### config.mk
export PLATFORM = sky130hd
export DESIGN_NAME = ocds_output_channels
export DESIGN_NICKNAME = d
export VERILOG_FILES = /design/src/rtl/ocds_pkg.sv /design/src/rtl/ocds_tap_if.sv /design/src/rtl/ocds_divider.sv /design/src/rtl/ocds_output_channels.sv
export SDC_FILE = /design/constraint.sdc
export NUM_CORES = 2
export LEC_CHECK = 0
export BUFFER_PORTS_ARGS = -buffer_cell sky130_fd_sc_hd__buf_2
export CAP_MARGIN = 20
export CORE_ASPECT_RATIO = 0.7
export CORE_UTILIZATION = 45
export CTS_CLUSTER_SIZE = 28
export DETAILED_ROUTE_END_ITERATION = 8
export PLACE_DENSITY = 0.67
export RECOVER_POWER = 25
export SETUP_SLACK_MARGIN = 0.02
export SLEW_MARGIN = 20
export SYNTH_ARGS = -nofsm -noshare
export SYNTH_HDL_FRONTEND = slang
export SYNTH_SLANG_ARGS = --single-unit
### constraint.sdc
create_clock -name sys_clk -period 6.9 [get_ports sys_clk]
set_input_delay 0 -clock sys_clk [delete_from_list [all_inputs] [get_ports sys_clk]]
set_output_delay 0 -clock sys_clk [all_outputs]
set_load 0.01 [all_outputs]
### src/rtl/ocds_pkg.sv
// Shared constants, channel maps and helper functions for the output channel block
`default_nettype none
package ocds_pkg;

	// Channel and divider counts
	localparam int NUM_CH = 16;
	localparam int NUM_CD = 11;
	localparam int NUM_SD = 7;

	// Divider and delay widths
	localparam int CD_W    = 12;
	localparam int SD_W    = 20;
	localparam int DLY_W   = 8;
	localparam int SDDLY_W = 3;
	localparam int ANALOG_DELAY_STAGE_W  = 2;

	// SYSREF request control register
	localparam logic [7:0] REQ_CTRL_ADDR  = 8'h1a;
	localparam logic [7:0] REQ_CTRL_RESET = 8'h00;
	localparam int         REQ_MODE_LSB   = 4;
	localparam int         REQ_MODE_MSB   = 5;
	localparam int         REQ_SEL_LSB    = 2;
	localparam int         REQ_SEL_MSB    = 3;
	localparam logic [1:0] REQ_MODE_RESAMPLE = 2'h3;
	localparam logic [1:0] REQ_SEL_SOURCE    = 2'h0;

	// Channel mux codes
	localparam logic [2:0] CM_BYPASS      = 3'h0;
	localparam logic [2:0] CM_CHANNEL_DIVIDER_TAP = 3'h1;
	localparam logic [2:0] CM_CH_HALF     = 3'h2;
	localparam logic [2:0] CM_SYSREF      = 3'h3;
	localparam logic [2:0] CM_SYSREF_ANALOG_DELAY_STAGE = 3'h4;
	localparam logic [2:0] CM_STATIC_DC   = 3'h5;

	// Channel divider serving a channel
	function automatic int cdIndex(input int ch);
		if (ch < 4)
			return ch;
		if (ch < 14)
			return (ch - 4) / 2 + 4;
		return ch - 14 + 9;
	endfunction

	function automatic bit hasSd(input int ch);
		return (ch < 2) || ((ch >= 4) && (ch < 14));
	endfunction

	function automatic int sdIndex(input int ch);
		return (ch < 2) ? ch : (ch - 4) / 2 + 2;
	endfunction

	// Channel divider feeding a SYSREF divider
	function automatic int sdToCd(input int j);
		return (j < 2) ? j : j + 2;
	endfunction

	// Channels whose drivers keep a channel divider powered
	function automatic logic [NUM_CH-1:0] cdChanMask(input int i);
		logic [NUM_CH-1:0] m;
		m = '0;
		for (int c = 0; c < NUM_CH; c++)
		begin
			if (cdIndex(c) == i)
				m[c] = 1'h1;
		end
		return m;
	endfunction

endpackage
`default_nettype wire

### src/rtl/ocds_tap_if.sv
// Clock tap carrier: source or divided level plus its rising-edge pulse
`default_nettype none
interface ocds_tap_if;
	logic level;
	logic rise;
	modport src (output level, output rise);
	modport snk (input level, input rise);
endinterface
`default_nettype wire

### src/rtl/ocds_divider.sv
// Programmable clock divider with start delay and glitch-free reload
`default_nettype none
module ocds_divider #(
	parameter int W = 12
) (
	// Clock and reset
	input  wire logic                       sys_clk,
	input  wire logic                       arst_n,
	// Control
	input  wire logic                       enable,
	input  wire logic                       restart,
	input  wire logic [W-1:0]               ratio,
	input  wire logic [ocds_pkg::DLY_W-1:0] startDelay,
	// Clock in and out
	ocds_tap_if.snk                         inTap,
	ocds_tap_if.src                         outTap
);
	import ocds_pkg::*;

	logic [W-1:0]     cnt_reg;
	logic [W-1:0]     cnt_next;
	logic [W-1:0]     shadow_reg;
	logic [W-1:0]     shadow_next;
	logic [DLY_W-1:0] dly_reg;
	logic [DLY_W-1:0] dly_next;
	logic             running_reg;
	logic             running_next;
	logic             level_reg;
	logic             level_next;
	logic             rise_reg;

	wire logic         hold    = ~enable | restart;
	wire logic         divOne  = shadow_reg <= W'(1);
	wire logic         wrap    = cnt_reg == (shadow_reg - W'(1));
	wire logic         step    = running_reg & inTap.rise & ~divOne;
	wire logic [W:0]   halfSum = ({1'h0, shadow_reg} + {{W{1'h0}}, 1'h1}) >> 1;
	wire logic [W-1:0] highCnt = halfSum[W-1:0];
	// While running, new ratio only taken at a period boundary so the output never glitches
	wire logic         reload  = hold | ~running_reg | (inTap.rise & (divOne | wrap));

	// Start delay counts source edges before the first period: static phase offset
	assign dly_next     = hold ? startDelay :
		((~running_reg & inTap.rise & (dly_reg != '0)) ? dly_reg - DLY_W'(1) : dly_reg);
	assign running_next = ~hold & (running_reg | (inTap.rise & (dly_reg == '0)));
	assign cnt_next     = hold ? '0 : (step ? (wrap ? '0 : cnt_reg + W'(1)) : cnt_reg);
	assign shadow_next  = reload ? ratio : shadow_reg;
	// High for the first half of the count: near 50 percent duty
	assign level_next   = (hold | ~running_reg) ? 1'h0 :
		(divOne ? inTap.level : (cnt_next < highCnt));

	always_ff @(posedge sys_clk or negedge arst_n)
	begin
		if (!arst_n)
		begin
			cnt_reg     <= '0;
			shadow_reg  <= '0;
			dly_reg     <= '0;
			running_reg <= 1'h0;
			level_reg   <= 1'h0;
			rise_reg    <= 1'h0;
		end
		else
		begin
			cnt_reg     <= cnt_next;
			shadow_reg  <= shadow_next;
			dly_reg     <= dly_next;
			running_reg <= running_next;
			level_reg   <= level_next;
			rise_reg    <= level_next & ~level_reg;
		end
	end

	assign outTap.level = level_reg;
	assign outTap.rise  = rise_reg;

endmodule
`default_nettype wire

### src/rtl/ocds_output_channels.sv
// Output channel dividers, SYSREF dividers, channel muxes and replica pins
`default_nettype none
module ocds_output_channels (
	// Clock and reset
	input  wire logic                         sys_clk,
	input  wire logic                         arst_n,
	// Selected post-divider clock, sampled, and SYSREF request
	input  wire logic                         srcClkLevel,
	input  wire logic                         sysrefRequest,
	// Per channel driver enable and channel mux select
	input  wire logic [ocds_pkg::NUM_CH-1:0]  outputDriverEnable,
	input  wire logic [2:0]                   channelMuxSel [ocds_pkg::NUM_CH],
	// Channel divider settings
	input  wire logic [ocds_pkg::CD_W-1:0]    channelDivideRatio [ocds_pkg::NUM_CD],
	input  wire logic [ocds_pkg::DLY_W-1:0]   channelStaticDelay [ocds_pkg::NUM_CD],
	// SYSREF divider settings
	input  wire logic [ocds_pkg::SD_W-1:0]    sysrefDivideRatio [ocds_pkg::NUM_SD],
	input  wire logic [ocds_pkg::DLY_W-1:0]   sysrefStaticDelay [ocds_pkg::NUM_SD],
	input  wire logic [ocds_pkg::SDDLY_W-1:0] sysrefDigitalDelay [ocds_pkg::NUM_SD],
	input  wire logic [ocds_pkg::ANALOG_DELAY_STAGE_W-1:0]  analogDelayStage [ocds_pkg::NUM_SD],
	// Replica pin settings
	input  wire logic [ocds_pkg::NUM_SD-1:0]  pairSysrefReplicaEnable,
	input  wire logic [1:0]                   generalPinOutputEnable,
	// Register port
	input  wire logic                         regWrEn,
	input  wire logic [7:0]                   regAddr,
	input  wire logic [7:0]                   regWrData,
	output logic      [7:0]                   regRdData,
	// Clock outputs
	output logic      [ocds_pkg::NUM_CH-1:0]  positiveOutputLeg,
	output logic      [ocds_pkg::NUM_CH-1:0]  negativeOutputLeg,
	output logic      [ocds_pkg::NUM_CH-1:0]  outputDriverOe,
	// Replica pins
	output logic                              generalPinOne,
	output logic                              generalPinOneOe,
	output logic                              generalPinTwo,
	output logic                              generalPinTwoOe,
	// Status
	output logic      [ocds_pkg::NUM_CD-1:0]  dividerPowered,
	output logic      [ocds_pkg::NUM_SD-1:0]  sysrefPowered
);
	import ocds_pkg::*;

	// Source edge detect
	// The source clock is sampled as data; its rise is the step for every channel divider
	logic srcPrev_reg;
	wire logic srcRise = srcClkLevel & ~srcPrev_reg;

	ocds_tap_if srcTap ();
	ocds_tap_if cdTap [NUM_CD] ();
	ocds_tap_if sdTap [NUM_SD] ();

	assign srcTap.level = srcClkLevel;
	assign srcTap.rise  = srcRise;

	// Request control register
	// Read data lags the address by one cycle; other addresses read as zero
	logic [7:0] reqCtrl_reg;
	logic [7:0] rdData_reg;
	logic       reqPending_reg;
	wire logic       wrHit      = regWrEn & (regAddr == REQ_CTRL_ADDR);
	wire logic [1:0] reqMode    = reqCtrl_reg[REQ_MODE_MSB:REQ_MODE_LSB];
	wire logic [1:0] reqSel     = reqCtrl_reg[REQ_SEL_MSB:REQ_SEL_LSB];
	wire logic       resampleOn = reqMode == REQ_MODE_RESAMPLE;

	// Per divider state
	// Shift registers give the SYSREF digital and analog delay taps in whole cycles
	wire logic [NUM_CD-1:0] cdPowered;
	wire logic [NUM_SD-1:0] sdPowered;
	wire logic [NUM_SD-1:0] sdDigLevel;
	wire logic [NUM_SD-1:0] sdAnaLevel;
	logic                   half_reg [NUM_CD];
	logic [6:0]             dig_reg  [NUM_SD];
	logic [2:0]             ana_reg  [NUM_SD];

	// Replica priority chain: lowest index active source wins
	wire logic [NUM_SD:0] replFound;
	wire logic [NUM_SD:0] replLevel;
	wire logic [NUM_SD:0] replRise;
	assign replFound[0] = 1'h0;
	assign replLevel[0] = 1'h0;
	assign replRise[0]  = 1'h0;

	// Request edge used to realign all SYSREF dividers
	// One shared restart keeps every SYSREF divider on the same edge
	wire logic sampleRise = (reqSel == REQ_SEL_SOURCE) ? srcRise : replRise[NUM_SD];
	wire logic sdRestart  = resampleOn ? (reqPending_reg & sampleRise) : sysrefRequest;

	always_ff @(posedge sys_clk or negedge arst_n)
	begin
		if (!arst_n)
		begin
			srcPrev_reg    <= 1'h0;
			reqCtrl_reg    <= REQ_CTRL_RESET;
			rdData_reg     <= 8'h00;
			reqPending_reg <= 1'h0;
		end
		else
		begin
			srcPrev_reg    <= srcClkLevel;
			reqCtrl_reg    <= wrHit ? regWrData : reqCtrl_reg;
			rdData_reg     <= (regAddr == REQ_CTRL_ADDR) ? reqCtrl_reg : 8'h00;
			// A new request in the firing cycle stays pending
			reqPending_reg <= resampleOn & (sysrefRequest | (reqPending_reg & ~sampleRise));
		end
	end

	assign regRdData = rdData_reg;

	genvar i;
	genvar j;
	genvar c;

	// Channel dividers, each on the source clock
	generate
		for (i = 0; i < NUM_CD; i++)
		begin : g_cd
			// Off when every driver it serves is off
			// Held dividers clear their count, so a re-enable starts a clean period
			assign cdPowered[i] = |(outputDriverEnable & cdChanMask(i));

			ocds_divider #(
				.W(CD_W)
			) u_cd (
				.sys_clk    (sys_clk),
				.arst_n     (arst_n),
				.enable     (cdPowered[i]),
				.restart    (1'h0),
				.ratio      (channelDivideRatio[i]),
				.startDelay (channelStaticDelay[i]),
				.inTap      (srcTap),
				.outTap     (cdTap[i])
			);

			// Fixed divide-by-two of the channel source
			always_ff @(posedge sys_clk or negedge arst_n)
			begin
				if (!arst_n)
					half_reg[i] <= 1'h0;
				else if (!cdPowered[i])
					half_reg[i] <= 1'h0;
				else if (srcRise)
					half_reg[i] <= ~half_reg[i];
			end
		end
	endgenerate

	assign dividerPowered = cdPowered;
	assign sysrefPowered  = sdPowered;

	// SYSREF dividers cascaded after their channel divider
	// Each counts rises of its channel divider output, not of the source
	generate
		for (j = 0; j < NUM_SD; j++)
		begin : g_sd
			localparam int CI = sdToCd(j);

			wire logic [7:0] digTaps = {dig_reg[j], sdTap[j].level};
			wire logic [3:0] anaTaps = {ana_reg[j], sdDigLevel[j]};
			wire logic       active  = sdPowered[j] & pairSysrefReplicaEnable[j];

			assign sdPowered[j] = cdPowered[CI];

			// Cascade multiplies the channel ratio by the SYSREF ratio
			ocds_divider #(
				.W(SD_W)
			) u_sd (
				.sys_clk    (sys_clk),
				.arst_n     (arst_n),
				.enable     (sdPowered[j]),
				.restart    (sdRestart),
				.ratio      (sysrefDivideRatio[j]),
				.startDelay (sysrefStaticDelay[j]),
				.inTap      (cdTap[CI]),
				.outTap     (sdTap[j])
			);

			assign sdDigLevel[j] = digTaps[sysrefDigitalDelay[j]];
			assign sdAnaLevel[j] = anaTaps[analogDelayStage[j]];

			always_ff @(posedge sys_clk or negedge arst_n)
			begin
				if (!arst_n)
				begin
					dig_reg[j] <= 7'h00;
					ana_reg[j] <= 3'h0;
				end
				else
				begin
					dig_reg[j] <= {dig_reg[j][5:0], sdTap[j].level};
					ana_reg[j] <= {ana_reg[j][1:0], sdDigLevel[j]};
				end
			end

			// Replica taps the divider output itself: static delay only, no pulser
			assign replFound[j+1] = replFound[j] | active;
			assign replLevel[j+1] = replFound[j] ? replLevel[j] :
				(active & sdTap[j].level);
			assign replRise[j+1]  = replFound[j] ? replRise[j] : (active & sdTap[j].rise);
		end
	endgenerate

	// Replica pins
	// Both pins carry the same replica; only their enables differ
	logic pinOne_reg;
	logic pinOneOe_reg;
	logic pinTwo_reg;
	logic pinTwoOe_reg;

	always_ff @(posedge sys_clk or negedge arst_n)
	begin
		if (!arst_n)
		begin
			pinOne_reg   <= 1'h0;
			pinOneOe_reg <= 1'h0;
			pinTwo_reg   <= 1'h0;
			pinTwoOe_reg <= 1'h0;
		end
		else
		begin
			pinOne_reg   <= replLevel[NUM_SD];
			pinOneOe_reg <= generalPinOutputEnable[0] & replFound[NUM_SD];
			pinTwo_reg   <= replLevel[NUM_SD];
			pinTwoOe_reg <= generalPinOutputEnable[1] & replFound[NUM_SD];
		end
	end

	assign generalPinOne   = pinOne_reg;
	assign generalPinOneOe = pinOneOe_reg;
	assign generalPinTwo   = pinTwo_reg;
	assign generalPinTwoOe = pinTwoOe_reg;

	// Channel muxes and output legs
	// Registered legs keep a mux change from leaving a runt pulse on the pin
	logic pos_reg [NUM_CH];
	logic neg_reg [NUM_CH];
	logic oe_reg  [NUM_CH];

	generate
		for (c = 0; c < NUM_CH; c++)
		begin : g_ch
			localparam int DI = cdIndex(c);
			localparam bit HS = hasSd(c);
			localparam int SI = HS ? sdIndex(c) : 0;

			wire logic [2:0] sel      = channelMuxSel[c];
			wire logic       sysSel   = (sel == CM_SYSREF) | (sel == CM_SYSREF_ANALOG_DELAY_STAGE);
			// Undefined codes, and SYSREF taps where none exists, rest at static DC
			wire logic       isDc     = (sel >= CM_STATIC_DC) | (sysSel & ~HS);
			wire logic       tapLevel =
				(sel == CM_BYPASS)              ? srcClkLevel :
				(sel == CM_CHANNEL_DIVIDER_TAP) ? cdTap[DI].level :
				(sel == CM_CH_HALF)             ? half_reg[DI] :
				(sel == CM_SYSREF)              ? sdDigLevel[SI] :
				sdAnaLevel[SI];

			always_ff @(posedge sys_clk or negedge arst_n)
			begin
				if (!arst_n)
				begin
					pos_reg[c] <= 1'h0;
					neg_reg[c] <= 1'h1;
					oe_reg[c]  <= 1'h0;
				end
				else
				begin
					pos_reg[c] <= ~isDc & tapLevel;
					neg_reg[c] <= isDc | ~tapLevel;
					oe_reg[c]  <= outputDriverEnable[c];
				end
			end

			assign positiveOutputLeg[c] = pos_reg[c];
			assign negativeOutputLeg[c] = neg_reg[c];
			assign outputDriverOe[c]    = oe_reg[c];
		end
	endgenerate

endmodule
`default_nettype wire

==> reports/summary.log <==
[outcome] run status complete, but fails checks
[outcome] violations in the final reports max-capacitance violations, max-slew violations
[place] number of port buffers 622
[cts] CTS Sinks 888
[setup_path] critical path buffer and inverter count 3
[floorplanning] number of I/O pins 623
[routing] DRC viols 0
[power_and_ir_drop] total power per unit cell area 176 nW/um^2
[timing] clock skew 0.0387 ns
[logic_synthesis] top cell types by occurrence after synthesis sky130_fd_sc_hd__dfrtp_1, sky130_fd_sc_hd__nor2_1, sky130_fd_sc_hd__nand2_1
[logic_synthesis] fraction of the yosys area taken by sequential cells 0.363
[grt] vias in the first global route 55600
[cts] CTS H-tree lvls 3
[logic_synthesis] register bit total from synthesis 888
[cts] clock tree from TritonCTS done
[setup_path] slack of the worst reg-to-reg path 0.78 ns
[floorplanning] Core Rows 112
[timing] upper clock frequency limit 159 MHz
[timing] Max Transition Viols Final 412
[logic_synthesis] cell count after synthesis 6781
[cts] Post-CTS Hold Buffers 776
[floorplanning] Initial Utilization 0.457
[cts] clk root buf sky130_fd_sc_hd__clkbuf_16
[place] Post-Place Setup Slack 0.922 ns
[routing] first drt pass iteration count 6
[logic_synthesis] mean instance size in the synthesized netlist 9.05 sq um
[grt] number of antenna violations at the first check in global routing 44
[timing] worst hold slack 0.0503 ns
[place] Final GP Congestion 0.966
[cts] Skew-Pair Late Insertion Delay 0.74 ns
[final_layout] Syn-to-layout area delta 25.0%
[power_and_ir_drop] Design Power 13.5 mW
[floorplanning] die width 443 um
[setup_path] most numerous cell on the critical path sky130_fd_sc_hd__a21o_1
[place] Post-Place Cell Area 65600 sq um
[setup_path] series of cell instances along the critical path dlygate4sd3_1 > buf_2 > clkbuf_1 > nand3_1 > a31oi_1 > a21o_1 > a21o_1 > a21o_1 > nor2_1 > ha_1 > a211o_1 > o211ai_1 > a21oi_1 > a211o_1 > o31ai_1 > o21ai_0 > a21oi_1 > nor2b_1
[logic_synthesis] proportion of synthesized flip-flops having asynchronous set or reset 1.00
[routing] total number of vias 56400
[grt] largest net degree at the start of global routing 169
[logic_synthesis] most frequent cell after synthesis sky130_fd_sc_hd__dfrtp_1
[logic_synthesis] number of unique standard cell types used by synthesis 100
[logic_synthesis] Post-Syn Nets 7688
[setup_path] crit end category register
[setup_path] CP Data Arrival Time 6.93 ns
[final_layout] post-layout net count 8830
[final_layout] end-of-flow core utilization 0.571
[logic_synthesis] synth top area cells sky130_fd_sc_hd__dfrtp_1, sky130_fd_sc_hd__ha_1, sky130_fd_sc_hd__xnor2_1, sky130_fd_sc_hd__xor2_1, sky130_fd_sc_hd__nor2_1
[routing] overall routed net length 201000 um
[worst_hold_path] hold path depth 3
[floorplanning] area enclosed by the die boundary 138000 sq um
[power_and_ir_drop] static leakage 32.8 nW
[final_layout] layout cells sized above 1 0.142
[grt] total global routing track utilization 0.286
[place] Final HPWL DP 141000 um
[worst_hold_path] startpoint of the most critical hold path channelDivideRatio[24]
[cts] number of gates given a new drive strength after cts 0
[setup_path] peak per-stage delay on the critical path 1.50 ns
[floorplanning] Floorplan Core Area 134000 sq um
[cts] CTS clock-pin slew for the worst setup and hold paths 0.06 ns
[setup_path] Worst Setup Start Kind input port
[logic_synthesis] post-synth top area cell sky130_fd_sc_hd__dfrtp_1
[place] cell count after placement 8814
[setup_path] class of the most critical setup path in -> reg
[routing] routed vias/inst 5.75
[grt] global-route wire length before repair 316000 um
[timing] fin crit share 0.913
[floorplanning] die boundary height 311 um
[timing] Final Hold Viols 0
[routing] Antenna Nets Post-Route 0
[logic_synthesis] number of warnings printed during yosys synthesis 0
[timing] setup slack of the critical path after layout 0.601 ns
[logic_synthesis] Post-synth EDFFs 0
[timing] setup repair after global routing missed its margin false
[timing] final total negative setup slack 0 ns
[power_and_ir_drop] worst-case vdd ir drop 0.210 mV
[timing] Setup Viol. Count Final 0
[run] Max-cap violations 8
[logic_synthesis] post-synthesis cell area 61400 sq um
[cts] Num CTS Buffers 97
[setup_path] WP data required 7.53 ns
[grt] overflow left after global routing 0
[routing] violation count after the first detailed-routing iteration 5010
[timing] Rel. slew slack -1.14
[setup_path] crit path max fanout 28
[setup_path] FF-to-FF Start g_sd[1].u_sd.shadow_reg[4]
[routing] DR WL/cell 20.5 um
[cts] Post-CTS Repair Setup Buffers 0
[final_layout] final instance count without filler cells 9807
[setup_path] family with the most delay on the worst path compound AO/OA/AOI/OAI gates
[setup_path] Reg-to-Reg End g_sd[1].u_sd.outTap.rise
[setup_path] critical path's slowest cell sky130_fd_sc_hd__clkbuf_1
[cts] buffer depth of the longest clock path 3
[worst_hold_path] Worst Hold End g_cd[8].u_cd.shadow_reg[0]
[worst_hold_path] Hold WC Path Type in -> reg
[final_layout] Filler Cell Count 11400
[setup_path] depth of the worst register-to-register path 17
[timing] Tightest Pin Transition 3.21 ns
[timing] final critical delay including setup and external delays 6.30 ns
[final_layout] post-route cell area 76700 sq um
[logic_synthesis] dominant register cell in the synthesized netlist sky130_fd_sc_hd__dfrtp_1
[logic_synthesis] area share of the largest cell type after synthesis 0.356
[cell families after synthesis]
logic type | share of synthesized area
AOI/OAI and AO/OA | 0.109
xor gates and xnor gates | 0.132
adders and majority gates | 0.0738
buffers and inverters | 0.0384
DFF | 0.363
muxes | 0.0615
and+or+nand+nor | 0.223
[metal layers]
layer / global-route usage / vias to the layer above / share of wire
met5: 0 / - / 0.00039
met4: 0.0966 / 12 / 0.034
met3: 0.0486 / 399 / 0.071
met2: 0.445 / 2194 / 0.45
met1: 0.400 / 27400 / 0.44
li1: - / 26400 / -
[where the power goes]
| part | leakage (nW) | switching, mW | internal, mW |
|---|---|---|---|
| Sequential | 11.3 | 0.404 | 5.45 |
| Combinational | 19.8 | 0.995 | 0.999 |
| Clock | 1.65 | 2.37 | 3.27 |
[worst max-delay path by stage]
stage	start	end	slack, ns	cells past startpoint
2_1_floorplan	g_sd[3].u_sd.shadow_reg[0]	g_sd[3].u_sd.outTap.rise	1.33	21
5_1_grt	outputDriverEnable[1]	g_sd[2].u_sd.outTap.rise	0.34	18
3_3_place_gp	g_sd[1].u_sd.shadow_reg[4]	g_sd[1].u_sd.outTap.rise	1.01	17
6_report	outputDriverEnable[1]	g_sd[2].u_sd.outTap.rise	0.60	18
4_1_cts	g_sd[1].u_sd.shadow_reg[9]	g_sd[1].u_sd.outTap.rise	0.88	15
3_5_place_dp	g_sd[1].u_sd.shadow_reg[9]	g_sd[1].u_sd.outTap.rise	0.92	15
[layout by cell type, fill, tap and decap left out, types with 22 or more instances in the layout]
master / count
sky130_fd_sc_hd__xor2_1: 451
sky130_fd_sc_hd__and3_1: 132
sky130_fd_sc_hd__or2_2: 45
sky130_fd_sc_hd__nor4_1: 114
sky130_fd_sc_hd__xnor2_1: 474
sky130_fd_sc_hd__dlygate4sd3_1: 776
sky130_fd_sc_hd__a211oi_1: 51
sky130_fd_sc_hd__o211ai_1: 70
sky130_fd_sc_hd__nor3_1: 177
sky130_fd_sc_hd__nor3b_1: 28
sky130_fd_sc_hd__nor2_1: 695
sky130_fd_sc_hd__and4_1: 36
sky130_fd_sc_hd__dfrtp_1: 872
sky130_fd_sc_hd__mux2i_1: 68
sky130_fd_sc_hd__a21boi_0: 27
sky130_fd_sc_hd__nand2_1: 506
sky130_fd_sc_hd__mux2_2: 204
sky130_fd_sc_hd__a21o_1: 81
sky130_fd_sc_hd__and2_1: 55
sky130_fd_sc_hd__clkbuf_1: 80
sky130_fd_sc_hd__or4_1: 66
sky130_fd_sc_hd__o21ai_0: 198
sky130_fd_sc_hd__nand4_1: 177
sky130_fd_sc_hd__nand3b_1: 40
sky130_fd_sc_hd__ha_1: 362
sky130_fd_sc_hd__nor2b_1: 68
sky130_fd_sc_hd__diode_2: 34
sky130_fd_sc_hd__o31ai_1: 25
sky130_fd_sc_hd__nand3_1: 352
sky130_fd_sc_hd__inv_1: 172
sky130_fd_sc_hd__o21a_1: 22
sky130_fd_sc_hd__nor4b_1: 38
sky130_fd_sc_hd__buf_4: 49
sky130_fd_sc_hd__buf_2: 566
sky130_fd_sc_hd__clkbuf_16: 101
sky130_fd_sc_hd__a31oi_1: 38
sky130_fd_sc_hd__nand2b_1: 41
sky130_fd_sc_hd__or3_1: 55
sky130_fd_sc_hd__a21oi_1: 258
[tightest hold or removal path, stage by stage]
cell	delay [ns]
sky130_fd_sc_hd__dlygate4sd3_1	0.51
sky130_fd_sc_hd__buf_2	0.10
sky130_fd_sc_hd__mux2_2	0.13
[final cells by class]
type,instances,area [sq um],area share
repair buffers,1459,11300,0.147
flip-flops and latches,888,22200,0.290
clock buffers,138,2870,0.0374
multi-input cells,5301,36800,0.480
inverters,176,661,0.00861
diodes,34,85.1,0.00111
well taps,1767,2210,0.0288
clock inverters,44,526,0.00685
(Power assumes the default switching activity.)
